### src/hdl/otseq_pkg.sv
package otseq_pkg;
  // channel count and field widths
  localparam int NCH       = 3;
  localparam int SET_W     = 16;   // voltage / current setting code width
  localparam int DLY_W     = 10;   // delay in 0.1 s units, up to 99.9 s
  localparam int PCT_W     = 10;   // tracking percentage, whole percent
  localparam int PCT_FULL  = 100;  // percentage meaning unity gain
  // timing: one delay unit is 100 ms
  localparam int CLK_MHZ   = 250;
  localparam int DLY_UNIT_MS = 100;
  localparam int TICK_CYC  = CLK_MHZ * 1000 * DLY_UNIT_MS;
  localparam logic [DLY_W-1:0] DLY_ZERO = '0;
  // trigger source codes
  localparam logic SRC_BUS = 1'b0;
  localparam logic SRC_IMM = 1'b1;
  // sequencer states
  typedef enum logic [1:0] {OTSEQ_IDLE, OTSEQ_INIT, OTSEQ_WTG, OTSEQ_ACT} otseq_state_e;
endpackage : otseq_pkg

### src/hdl/otseq_chan_delay.sv
`timescale 1ns/10ps
// one channel's output delay timer
module otseq_chan_delay
  import otseq_pkg::*;
(
  input  wire logic             clk,
  input  wire logic             rst_n,
  input  wire logic             tick,      // one pulse per delay unit
  input  wire logic             start,     // begin counting toward target state
  input  wire logic             target,    // state to apply when count ends
  input  wire logic [DLY_W-1:0] wait_val,  // wait in units
  input  wire logic             cancel,    // stop counting, no change
  output logic                  busy,      // counting in progress
  output logic                  fire       // pulse: apply target now
);
  logic [DLY_W-1:0] cnt_q;   // units remaining
  logic             run_q;   // counting

  // countdown; zero wait fires in the start cycle
  always_ff @(posedge clk or negedge rst_n) begin
    if (!rst_n) begin
      cnt_q <= '0;
      run_q <= 1'b0;
    end else if (cancel) begin
      run_q <= 1'b0;
    end else if (start) begin
      cnt_q <= wait_val;
      run_q <= (wait_val != DLY_ZERO);
    end else if (run_q && tick) begin
      cnt_q <= cnt_q - 1'b1;
      if (cnt_q == {{(DLY_W-1){1'b0}}, 1'b1}) run_q <= 1'b0;
    end
  end

  assign busy = run_q;
  assign fire = !cancel && ((start && wait_val == DLY_ZERO) ||
                (run_q && tick && cnt_q == {{(DLY_W-1){1'b0}}, 1'b1}));
  wire unused_target = target;
endmodule : otseq_chan_delay

### src/hdl/otseq_top.sv
`timescale 1ns/10ps
module otseq_top
  import otseq_pkg::*;
(
  input  wire logic                 CLK,
  input  wire logic                 RST_N,
  input  wire logic                 ABORT_CMD,        // abort command pulse
  input  wire logic                 DEV_RESET_CMD,    // device reset pulse
  input  wire logic                 RECALL_CMD,       // memory recall pulse
  input  wire logic                 DEV_CLEAR,        // interface device clear pulse
  input  wire logic                 SERIAL_BREAK,     // serial break pulse
  input  wire logic                 INIT_SEQ1,        // initiate transient
  input  wire logic                 INIT_SEQ2,        // initiate output
  input  wire logic                 TRIG_SEQ1,        // transient-only trigger
  input  wire logic                 TRIG_SEQ2,        // output-only trigger
  input  wire logic                 TRIG_COMMON,      // common trigger
  input  wire logic                 TRIG_GROUP,       // group execute trigger
  input  wire logic                 SRC_SEQ1,         // 1 = immediate, 0 = bus
  input  wire logic                 SRC_SEQ2,         // 1 = immediate, 0 = bus
  input  wire logic [1:0]           CHANNEL_SELECT,   // 0..2
  input  wire logic                 SET_VOLT_WR,      // write base voltage to sel ch
  input  wire logic                 SET_CURR_WR,      // write current to sel ch
  input  wire logic                 TRIG_VOLT_WR,     // write reserved voltage
  input  wire logic                 TRIG_CURR_WR,     // write reserved current
  input  wire logic [SET_W-1:0]     SET_DATA,         // data for the writes above
  input  wire logic                 ON_WAIT_WR,       // write turn_on_wait_time
  input  wire logic                 OFF_WAIT_WR,      // write turn_off_wait_time
  input  wire logic [DLY_W-1:0]     WAIT_DATA,        // wait in 0.1 s units
  input  wire logic                 DELAY_FEATURE_ENABLE,
  input  wire logic                 OUTPUT_CMD,       // direct global output command
  input  wire logic                 OUTPUT_CMD_ON,    // state for the command
  input  wire logic                 TRIG_OUT_STATE,   // state reserved for seq 2
  input  wire logic [NCH-1:0]       TRACK_FLAGS,      // tracking participation flags
  input  wire logic                 PROPORTIONAL_TRACKING,
  input  wire logic                 ABSOLUTE_TRACKING,
  input  wire logic [PCT_W-1:0]     TRACKING_PERCENTAGE,
  input  wire logic                 PCT_WR,           // apply tracking percentage
  output logic [1:0]                SEQ1_STATE,
  output logic [1:0]                SEQ2_STATE,
  output logic [NCH-1:0]            OUTPUT_ON,
  output logic [NCH*SET_W-1:0]      VOLT_OUT,
  output logic [NCH*SET_W-1:0]      CURR_OUT
);
  otseq_state_e       s1_q, s2_q;             // independent sequencer states
  logic [NCH-1:0]     trk_q;                  // participation flags
  logic [SET_W-1:0]   volt_q [NCH];           // active voltage
  logic [SET_W-1:0]   curr_q [NCH];           // active current
  logic [SET_W-1:0]   tvolt_q [NCH];          // reserved triggered voltage
  logic [SET_W-1:0]   tcurr_q [NCH];          // reserved triggered current
  logic [DLY_W-1:0]   on_w_q [NCH];           // per-channel on wait
  logic [DLY_W-1:0]   off_w_q [NCH];          // per-channel off wait
  logic [NCH-1:0]     out_q;                  // output states
  logic [NCH-1:0]     saved_q;                // state before delay action
  logic [31:0]        tick_cnt_q;             // delay unit divider
  logic               tick;
  logic [NCH-1:0]     busy, fire;
  logic               dly_go, dly_target;
  logic [SET_W-1:0]   ref_volt;               // reference channel voltage
  logic               trk_ref;                // reference channel takes part
  logic               dly_target_q;           // target held for the action's length

  // any event that forces all sequencers idle
  wire force_idle = ABORT_CMD | DEV_RESET_CMD | RECALL_CMD | DEV_CLEAR | SERIAL_BREAK;
  wire trig1 = TRIG_SEQ1 | TRIG_COMMON | TRIG_GROUP;
  wire trig2 = TRIG_SEQ2 | TRIG_COMMON | TRIG_GROUP;
  wire act1  = (s1_q == OTSEQ_ACT);
  wire s2_done = (s2_q == OTSEQ_ACT) && (busy == '0) && !dly_go;
  // direct command with the delay feature on and no action running: timers time it
  wire cmd_delayed = OUTPUT_CMD && DELAY_FEATURE_ENABLE && !force_idle &&
                     (s2_q != OTSEQ_ACT) && (busy == '0);
  // a delay action is running, either the sequencer's or a timed command's
  wire dly_active = (s2_q == OTSEQ_ACT) || (busy != '0);
  // a command during a running action aborts it and applies at once
  wire cancel_dly = force_idle | (OUTPUT_CMD & !cmd_delayed);

  // transient sequencer
  always_ff @(posedge CLK or negedge RST_N) begin
    if (!RST_N) s1_q <= OTSEQ_IDLE;
    else if (force_idle) s1_q <= OTSEQ_IDLE;
    else case (s1_q)
      OTSEQ_IDLE: if (INIT_SEQ1) s1_q <= OTSEQ_INIT;
      OTSEQ_INIT: s1_q <= (SRC_SEQ1 == SRC_IMM) ? OTSEQ_ACT : OTSEQ_WTG;
      OTSEQ_WTG:  if (trig1) s1_q <= OTSEQ_ACT;
      OTSEQ_ACT:  s1_q <= OTSEQ_IDLE;
      default:    s1_q <= OTSEQ_IDLE;
    endcase
  end

  // output sequencer, separate state and source
  always_ff @(posedge CLK or negedge RST_N) begin
    if (!RST_N) s2_q <= OTSEQ_IDLE;
    else if (force_idle || OUTPUT_CMD) s2_q <= OTSEQ_IDLE;
    else case (s2_q)
      OTSEQ_IDLE: if (INIT_SEQ2) s2_q <= OTSEQ_INIT;
      OTSEQ_INIT: s2_q <= (SRC_SEQ2 == SRC_IMM) ? OTSEQ_ACT : OTSEQ_WTG;
      OTSEQ_WTG:  if (trig2) s2_q <= OTSEQ_ACT;
      OTSEQ_ACT:  if (s2_done) s2_q <= OTSEQ_IDLE;
      default:    s2_q <= OTSEQ_IDLE;
    endcase
  end

  // delay-unit tick divider
  always_ff @(posedge CLK or negedge RST_N) begin
    if (!RST_N) tick_cnt_q <= '0;
    else if (tick || dly_go) tick_cnt_q <= '0;        // a new action waits full units
    else tick_cnt_q <= tick_cnt_q + 32'h0000_0001;
  end
  assign tick = (tick_cnt_q == 32'(TICK_CYC - 1));

  // start of a delay action: sequencer entering action, or delayed direct command
  wire seq2_start = ((s2_q == OTSEQ_INIT) && (SRC_SEQ2 == SRC_IMM) ||
                     (s2_q == OTSEQ_WTG) && trig2) && !force_idle && !OUTPUT_CMD;
  assign dly_go     = seq2_start || cmd_delayed;
  assign dly_target = cmd_delayed ? OUTPUT_CMD_ON : TRIG_OUT_STATE;

  // per-channel timers and settings
  genvar g;
  generate
    for (g = 0; g < NCH; g++) begin : g_ch
      wire sel = (CHANNEL_SELECT == 2'(g));
      otseq_chan_delay u_dly (
        .clk      (CLK),
        .rst_n    (RST_N),
        .tick     (tick),
        .start    (dly_go && (out_q[g] != dly_target)),
        .target   (dly_target),
        .wait_val (dly_target ? on_w_q[g] : off_w_q[g]),
        .cancel   (cancel_dly),
        .busy     (busy[g]),
        .fire     (fire[g])
      );

      // per-channel wait storage
      always_ff @(posedge CLK or negedge RST_N) begin
        if (!RST_N) begin
          on_w_q[g]  <= '0;
          off_w_q[g] <= '0;
        end else begin
          if (ON_WAIT_WR && sel)  on_w_q[g]  <= WAIT_DATA;
          if (OFF_WAIT_WR && sel) off_w_q[g] <= WAIT_DATA;
        end
      end

      // output state: reset forces off, abort restores, command applies
      always_ff @(posedge CLK or negedge RST_N) begin
        if (!RST_N) out_q[g] <= 1'b0;
        else if (DEV_RESET_CMD) out_q[g] <= 1'b0;
        else if (OUTPUT_CMD && !cmd_delayed) out_q[g] <= OUTPUT_CMD_ON;
        else if (force_idle && dly_active) out_q[g] <= saved_q[g];
        else if (fire[g]) out_q[g] <= dly_go ? dly_target : dly_target_q;
      end

      // reserved and active settings, tracking
      always_ff @(posedge CLK or negedge RST_N) begin
        if (!RST_N) begin
          volt_q[g]  <= '0;
          curr_q[g]  <= '0;
          tvolt_q[g] <= '0;
          tcurr_q[g] <= '0;
        end else begin
          if (TRIG_VOLT_WR && sel) tvolt_q[g] <= SET_DATA;
          if (TRIG_CURR_WR && sel) tcurr_q[g] <= SET_DATA;
          if (SET_CURR_WR && sel) curr_q[g] <= SET_DATA;
          if (act1) begin
            volt_q[g] <= tvolt_q[g];
            curr_q[g] <= tcurr_q[g];
          end else if (SET_VOLT_WR && sel) volt_q[g] <= SET_DATA;
          else if (SET_VOLT_WR && ABSOLUTE_TRACKING && trk_q[g] && trk_ref)
            volt_q[g] <= volt_q[g] + (SET_DATA - ref_volt);
          else if (PCT_WR && PROPORTIONAL_TRACKING && trk_q[g])
            volt_q[g] <= SET_W'((32'(volt_q[g]) * 32'(TRACKING_PERCENTAGE))
                                / PCT_FULL);
        end
      end
      assign VOLT_OUT[g*SET_W +: SET_W] = volt_q[g];
      assign CURR_OUT[g*SET_W +: SET_W] = curr_q[g];
    end
  endgenerate

  // reference channel data for absolute tracking
  always_comb begin
    ref_volt = volt_q[0];
    trk_ref  = trk_q[0];
    for (int i = 0; i < NCH; i++) begin
      if (CHANNEL_SELECT == 2'(i)) begin
        ref_volt = volt_q[i];
        trk_ref  = trk_q[i];
      end
    end
  end

  // participation flags, saved output, held target
  always_ff @(posedge CLK or negedge RST_N) begin
    if (!RST_N) begin
      trk_q        <= '0;
      saved_q      <= '0;
      dly_target_q <= 1'b0;
    end else begin
      trk_q <= TRACK_FLAGS;
      if (dly_go) begin
        saved_q      <= out_q;
        dly_target_q <= dly_target;
      end
    end
  end

  assign OUTPUT_ON  = out_q;
  assign SEQ1_STATE = s1_q;
  assign SEQ2_STATE = s2_q;
endmodule : otseq_top

### config.mk
export PLATFORM = sky130hd
export DESIGN_NAME = otseq_top
export DESIGN_NICKNAME = d
export VERILOG_FILES = /design/src/hdl/otseq_pkg.sv /design/src/hdl/otseq_chan_delay.sv /design/src/hdl/otseq_top.sv
export SDC_FILE = /design/constraint.sdc
export NUM_CORES = 2
export LEC_CHECK = 0
export ABC_AREA = 1
export BUFFER_PORTS_ARGS = -buffer_cell sky130_fd_sc_hd__buf_2
export CAP_MARGIN = 20
export CELL_PAD_IN_SITES_DETAIL_PLACEMENT = 0
export CELL_PAD_IN_SITES_GLOBAL_PLACEMENT = 2
export CORE_MARGIN = 5
export CORE_UTILIZATION = 37
export DETAILED_ROUTE_END_ITERATION = 8
export PLACE_DENSITY = 0.83
export SLEW_MARGIN = 20
export SYNTH_ARGS = -nofsm -noshare
export SYNTH_HDL_FRONTEND = slang
export SYNTH_HIERARCHICAL = 1
export SYNTH_SLANG_ARGS = --single-unit
export TNS_END_PERCENT = 30
### constraint.sdc
create_clock -name CLK -period 16.4 [get_ports CLK]
set_input_delay 3.28 -clock CLK [delete_from_list [all_inputs] [get_ports CLK]]
set_output_delay 3.28 -clock CLK [all_outputs]
set_load 0.005 [all_outputs]
==> impl_metrics.py <==
metrics = {
    "global_route": {
        "antenna_found_initial": 6,
        "grt_max_degree": 79,
        "met3_usage": 0.0214,
        "grt_use_total": 0.216,
        "grt.busiest_layer": "met2",
        "overflow": 0,
        "use_met2": 0.343,
        "grt_pass1_vias": 40213,
        "grt_pass1_wl_mm": 222,
        "met1_usage": 0.319,
    },
    "logic_synthesis": {
        "synthTopCellsByArea": "dfrtp_1, fa_1, nand2_1",
        "synth.distinct_cells": 73,
        "synth_nets": 7072,
        "yosys-top-cells-count": "nand2_1, inv_1, o21ai_0",
        "synth_edf_count": 0,
        "async_flop_share": 1.00,
        "synth_flop_cell": "dfrtp_1",
        "yosysTopAreaCell": "dfrtp_1",
        "synth_area_um2": 44900,
        "syn-mean-instance-area_um2": 7.00,
        "yosysSeqAreaShare": 0.185,
        "yosysMostFrequentCell": "nand2_1",
        "synth_top_area_share": 0.185,
        "synth-seq-cells": 331,
        "synth_cells": 6410,
        "ys_warn_count": 6,
    },
    "final_layout": {
        "final_layout_size_suffix_gt1_frac": 0.247,
        "fillers": 12486,
        "utilization": 0.454,
        "synthToLayoutAreaGrowth_pct": 21.7,
        "final_area_um2": 54600,
        "fin_nets": 7594,
        "fin_cells": 8577,
    },
    "routing": {
        "drt.antenna.violating_nets": 0,
        "routed_wl_mm": 143,
        "drcViolationCount": 0,
        "vias_per_cell": 4.88,
        "dr.pass1.iters": 5,
        "first_iter_violations": 2579,
        "num_vias": 41844,
        "wl_per_cell_um": 16.6,
    },
    "placement": {
        "gp_congestion": 0.865,
        "dpl_cell_area_um2": 50500,
        "dp_cells": 8446,
        "hpwl_mm": 112,
        "portBuffers": 171,
    },
    "timing": {
        "hold_viol": 0,
        "finalClockSkew_ps": 19.1,
        "drv_slew": 0,
        "fmax_mhz": 62.9,
        "period_needed_ps": 15910,
        "min_period_over_period": 0.970,
        "setup-violations-final": 0,
        "worst_slew_pin_slew_ps": 1200,
        "rsz0062_at_grt": "true",
        "hold_slack_ps": 471,
        "relSlewSlack": 0.196,
    },
    "floorplanning": {
        "design.portCount": 172,
        "die_h_um": 358,
        "die_w_um": 358,
        "start_util": 0.373,
        "std_cell_rows": 127,
        "die_area_um2": 128000,
        "core_area_um2": 120000,
    },
    "worst_setup_path": {
        "crit_arrival_ps": 16330,
        "slowest_stage": "fa_1",
        "slowest_delay_ps": 560,
        "critPathMaxFanout": 18,
        "worstSetupEndpointType": "flip-flop",
        "r2r_start": "VOLT_OUT[7]$_DFFE_PN0P_",
        "start_kind": "input port",
        "path_class": "input port to flip-flop",
        "setup.worst_path.start": "TRACKING_PERCENTAGE[1]",
        "required_ps": 16820,
        "worst_path_most_repeated_cell": "nand2_2",
    },
    "clock_network": {
        "clockBufferDepth": 3,
        "cts_made_buffers": 40,
        "postCtsHoldBufs": 0,
        "cts_sinks": 331,
        "clk_latency_ps": 570,
        "htreeDepth": 2,
        "clkTransAtPathRegs_ps": 60,
        "root_buffer": "clkbuf_16",
        "cts_tree": "yes",
    },
    "min_path": {
        "hold_path_class": "flip-flop to flip-flop",
        "min_from": "tick_cnt_q[0]$_DFF_PN0_",
    },
    "status": {
        "status": "finished clean",
    },
    "flow_run": {
        "drv_cap": 0,
    },
}
## worst max-delay path, delay by kind of cell
family,cells,cell delay [ps]
buf+inv,11,1060
simple gates,92,8780
fa+ha+maj,6,2860
compound gates,2,280
## what timing repair did
action,4_1_cts,5_1_grt
setup buffers,0,55
setup endpoints to repair,0,12
gates resized for setup,0,493
## kinds of logic (layout without fill, tap and decap cells)
logic type	Yosys count	after routing	synth area share
adder cells (fa/ha/maj)	593	593	0.221
buffers and inverters	1410	1961	0.122
AND/OR/NAND/NOR	3073	3073	0.329
AO/OA/AOI/OAI	863	863	0.112
flip-flops	331	331	0.185
other	0	4	0
XOR/XNOR	140	140	0.0304
## cells in the final DEF (no fill, tap or decap), types with 18 or more instances in the layout
| master | netlist | final |
|---|---|---|
| xor2_1 | 93 | 88 |
| nand2_1 | 1772 | 1683 |
| inv_2 | 94 | 103 |
| nor3_1 | 45 | 33 |
| buf_2 | 3 | 164 |
| nand4_4 | 7 | 23 |
| clkbuf_16 | 0 | 42 |
| o211ai_1 | 43 | 43 |
| a21oi_2 | 9 | 29 |
| nor2_1 | 329 | 309 |
| inv_1 | 1091 | 1079 |
| nand3_4 | 9 | 30 |
| nand2_2 | 271 | 291 |
| nand3_1 | 273 | 228 |
| xnor2_1 | 36 | 33 |
| ha_1 | 259 | 221 |
| dfrtp_1 | 331 | 331 |
| a22oi_1 | 18 | 18 |
| a221oi_1 | 48 | 48 |
| o21ai_0 | 355 | 336 |
| o21ai_1 | 51 | 51 |
| buf_4 | 3 | 471 |
| a21oi_1 | 235 | 209 |
| nor2_2 | 42 | 40 |
| nand3_2 | 54 | 78 |
| nand2_4 | 94 | 156 |
| fa_1 | 334 | 328 |
| o21ai_2 | 12 | 26 |
| nand4_1 | 83 | 83 |
| o21bai_1 | 30 | 28 |
| ha_4 | 0 | 32 |
| nor2_4 | 20 | 42 |
## flip-flops by register name, summed over array words and instances (netlist names)
name              count
tick_cnt_q           32
VOLT_OUT             48
dly_target_q          1
saved_q               3
CURR_OUT             48
off_w_q              30
OUTPUT_ON             3
SEQ2_STATE            2
g_ch.u_dly/busy       3
trk_q                 3
g_ch.u_dly/cnt_q     30
tcurr_q              48
tvolt_q              48
on_w_q               30
SEQ1_STATE            2
## per-layer routing
layer | share of wire | vias to the layer above
li1 | - | 21051
met1 | 0.48 | 19847
met2 | 0.45 | 817
met3 | 0.048 | 129
met4 | 0.021 | 0
met5 | 0 | -
## cell type report
class	count	area, µm²	area share
well taps	1612	2020	0.0369
clock buffers	56	1150	0.0211
clock inverters	15	216	0.00396
diodes	4	10.0	0.000183
repair buffers	677	4980	0.0911
flip-flops and latches	331	8280	0.152
multi-input cells	4669	33400	0.610
inverters	1213	4620	0.0846
## through the flow
step / setup WS (ps) / TNS [ps]
after floorplan: 870 / 0
after global placement: -366 / -1090
after detailed placement: -469 / -2350
after CTS: 78.5 / 0
after global routing: -747 / -2940
final: 494 / 0
## worst paths after layout
kind                       slack (ps)                        to  cells after the start
setup / recovery                  490  VOLT_OUT[32]$_DFFE_PN0P_                    111
hold / removal                    470   tick_cnt_q[0]$_DFF_PN0_                      1
setup reg to reg                 2690   VOLT_OUT[2]$_DFFE_PN0P_                    103
hold reg to reg                   470   tick_cnt_q[0]$_DFF_PN0_                      1
max in group asynchronous       11600     on_w_q[8]$_DFFE_PN0P_                      3
min in group asynchronous        2680  CURR_OUT[43]$_DFFE_PN0P_                      1
Power is not shown: default switching activity piles up to over one toggle a cycle in this logic, so the estimate is an artifact.
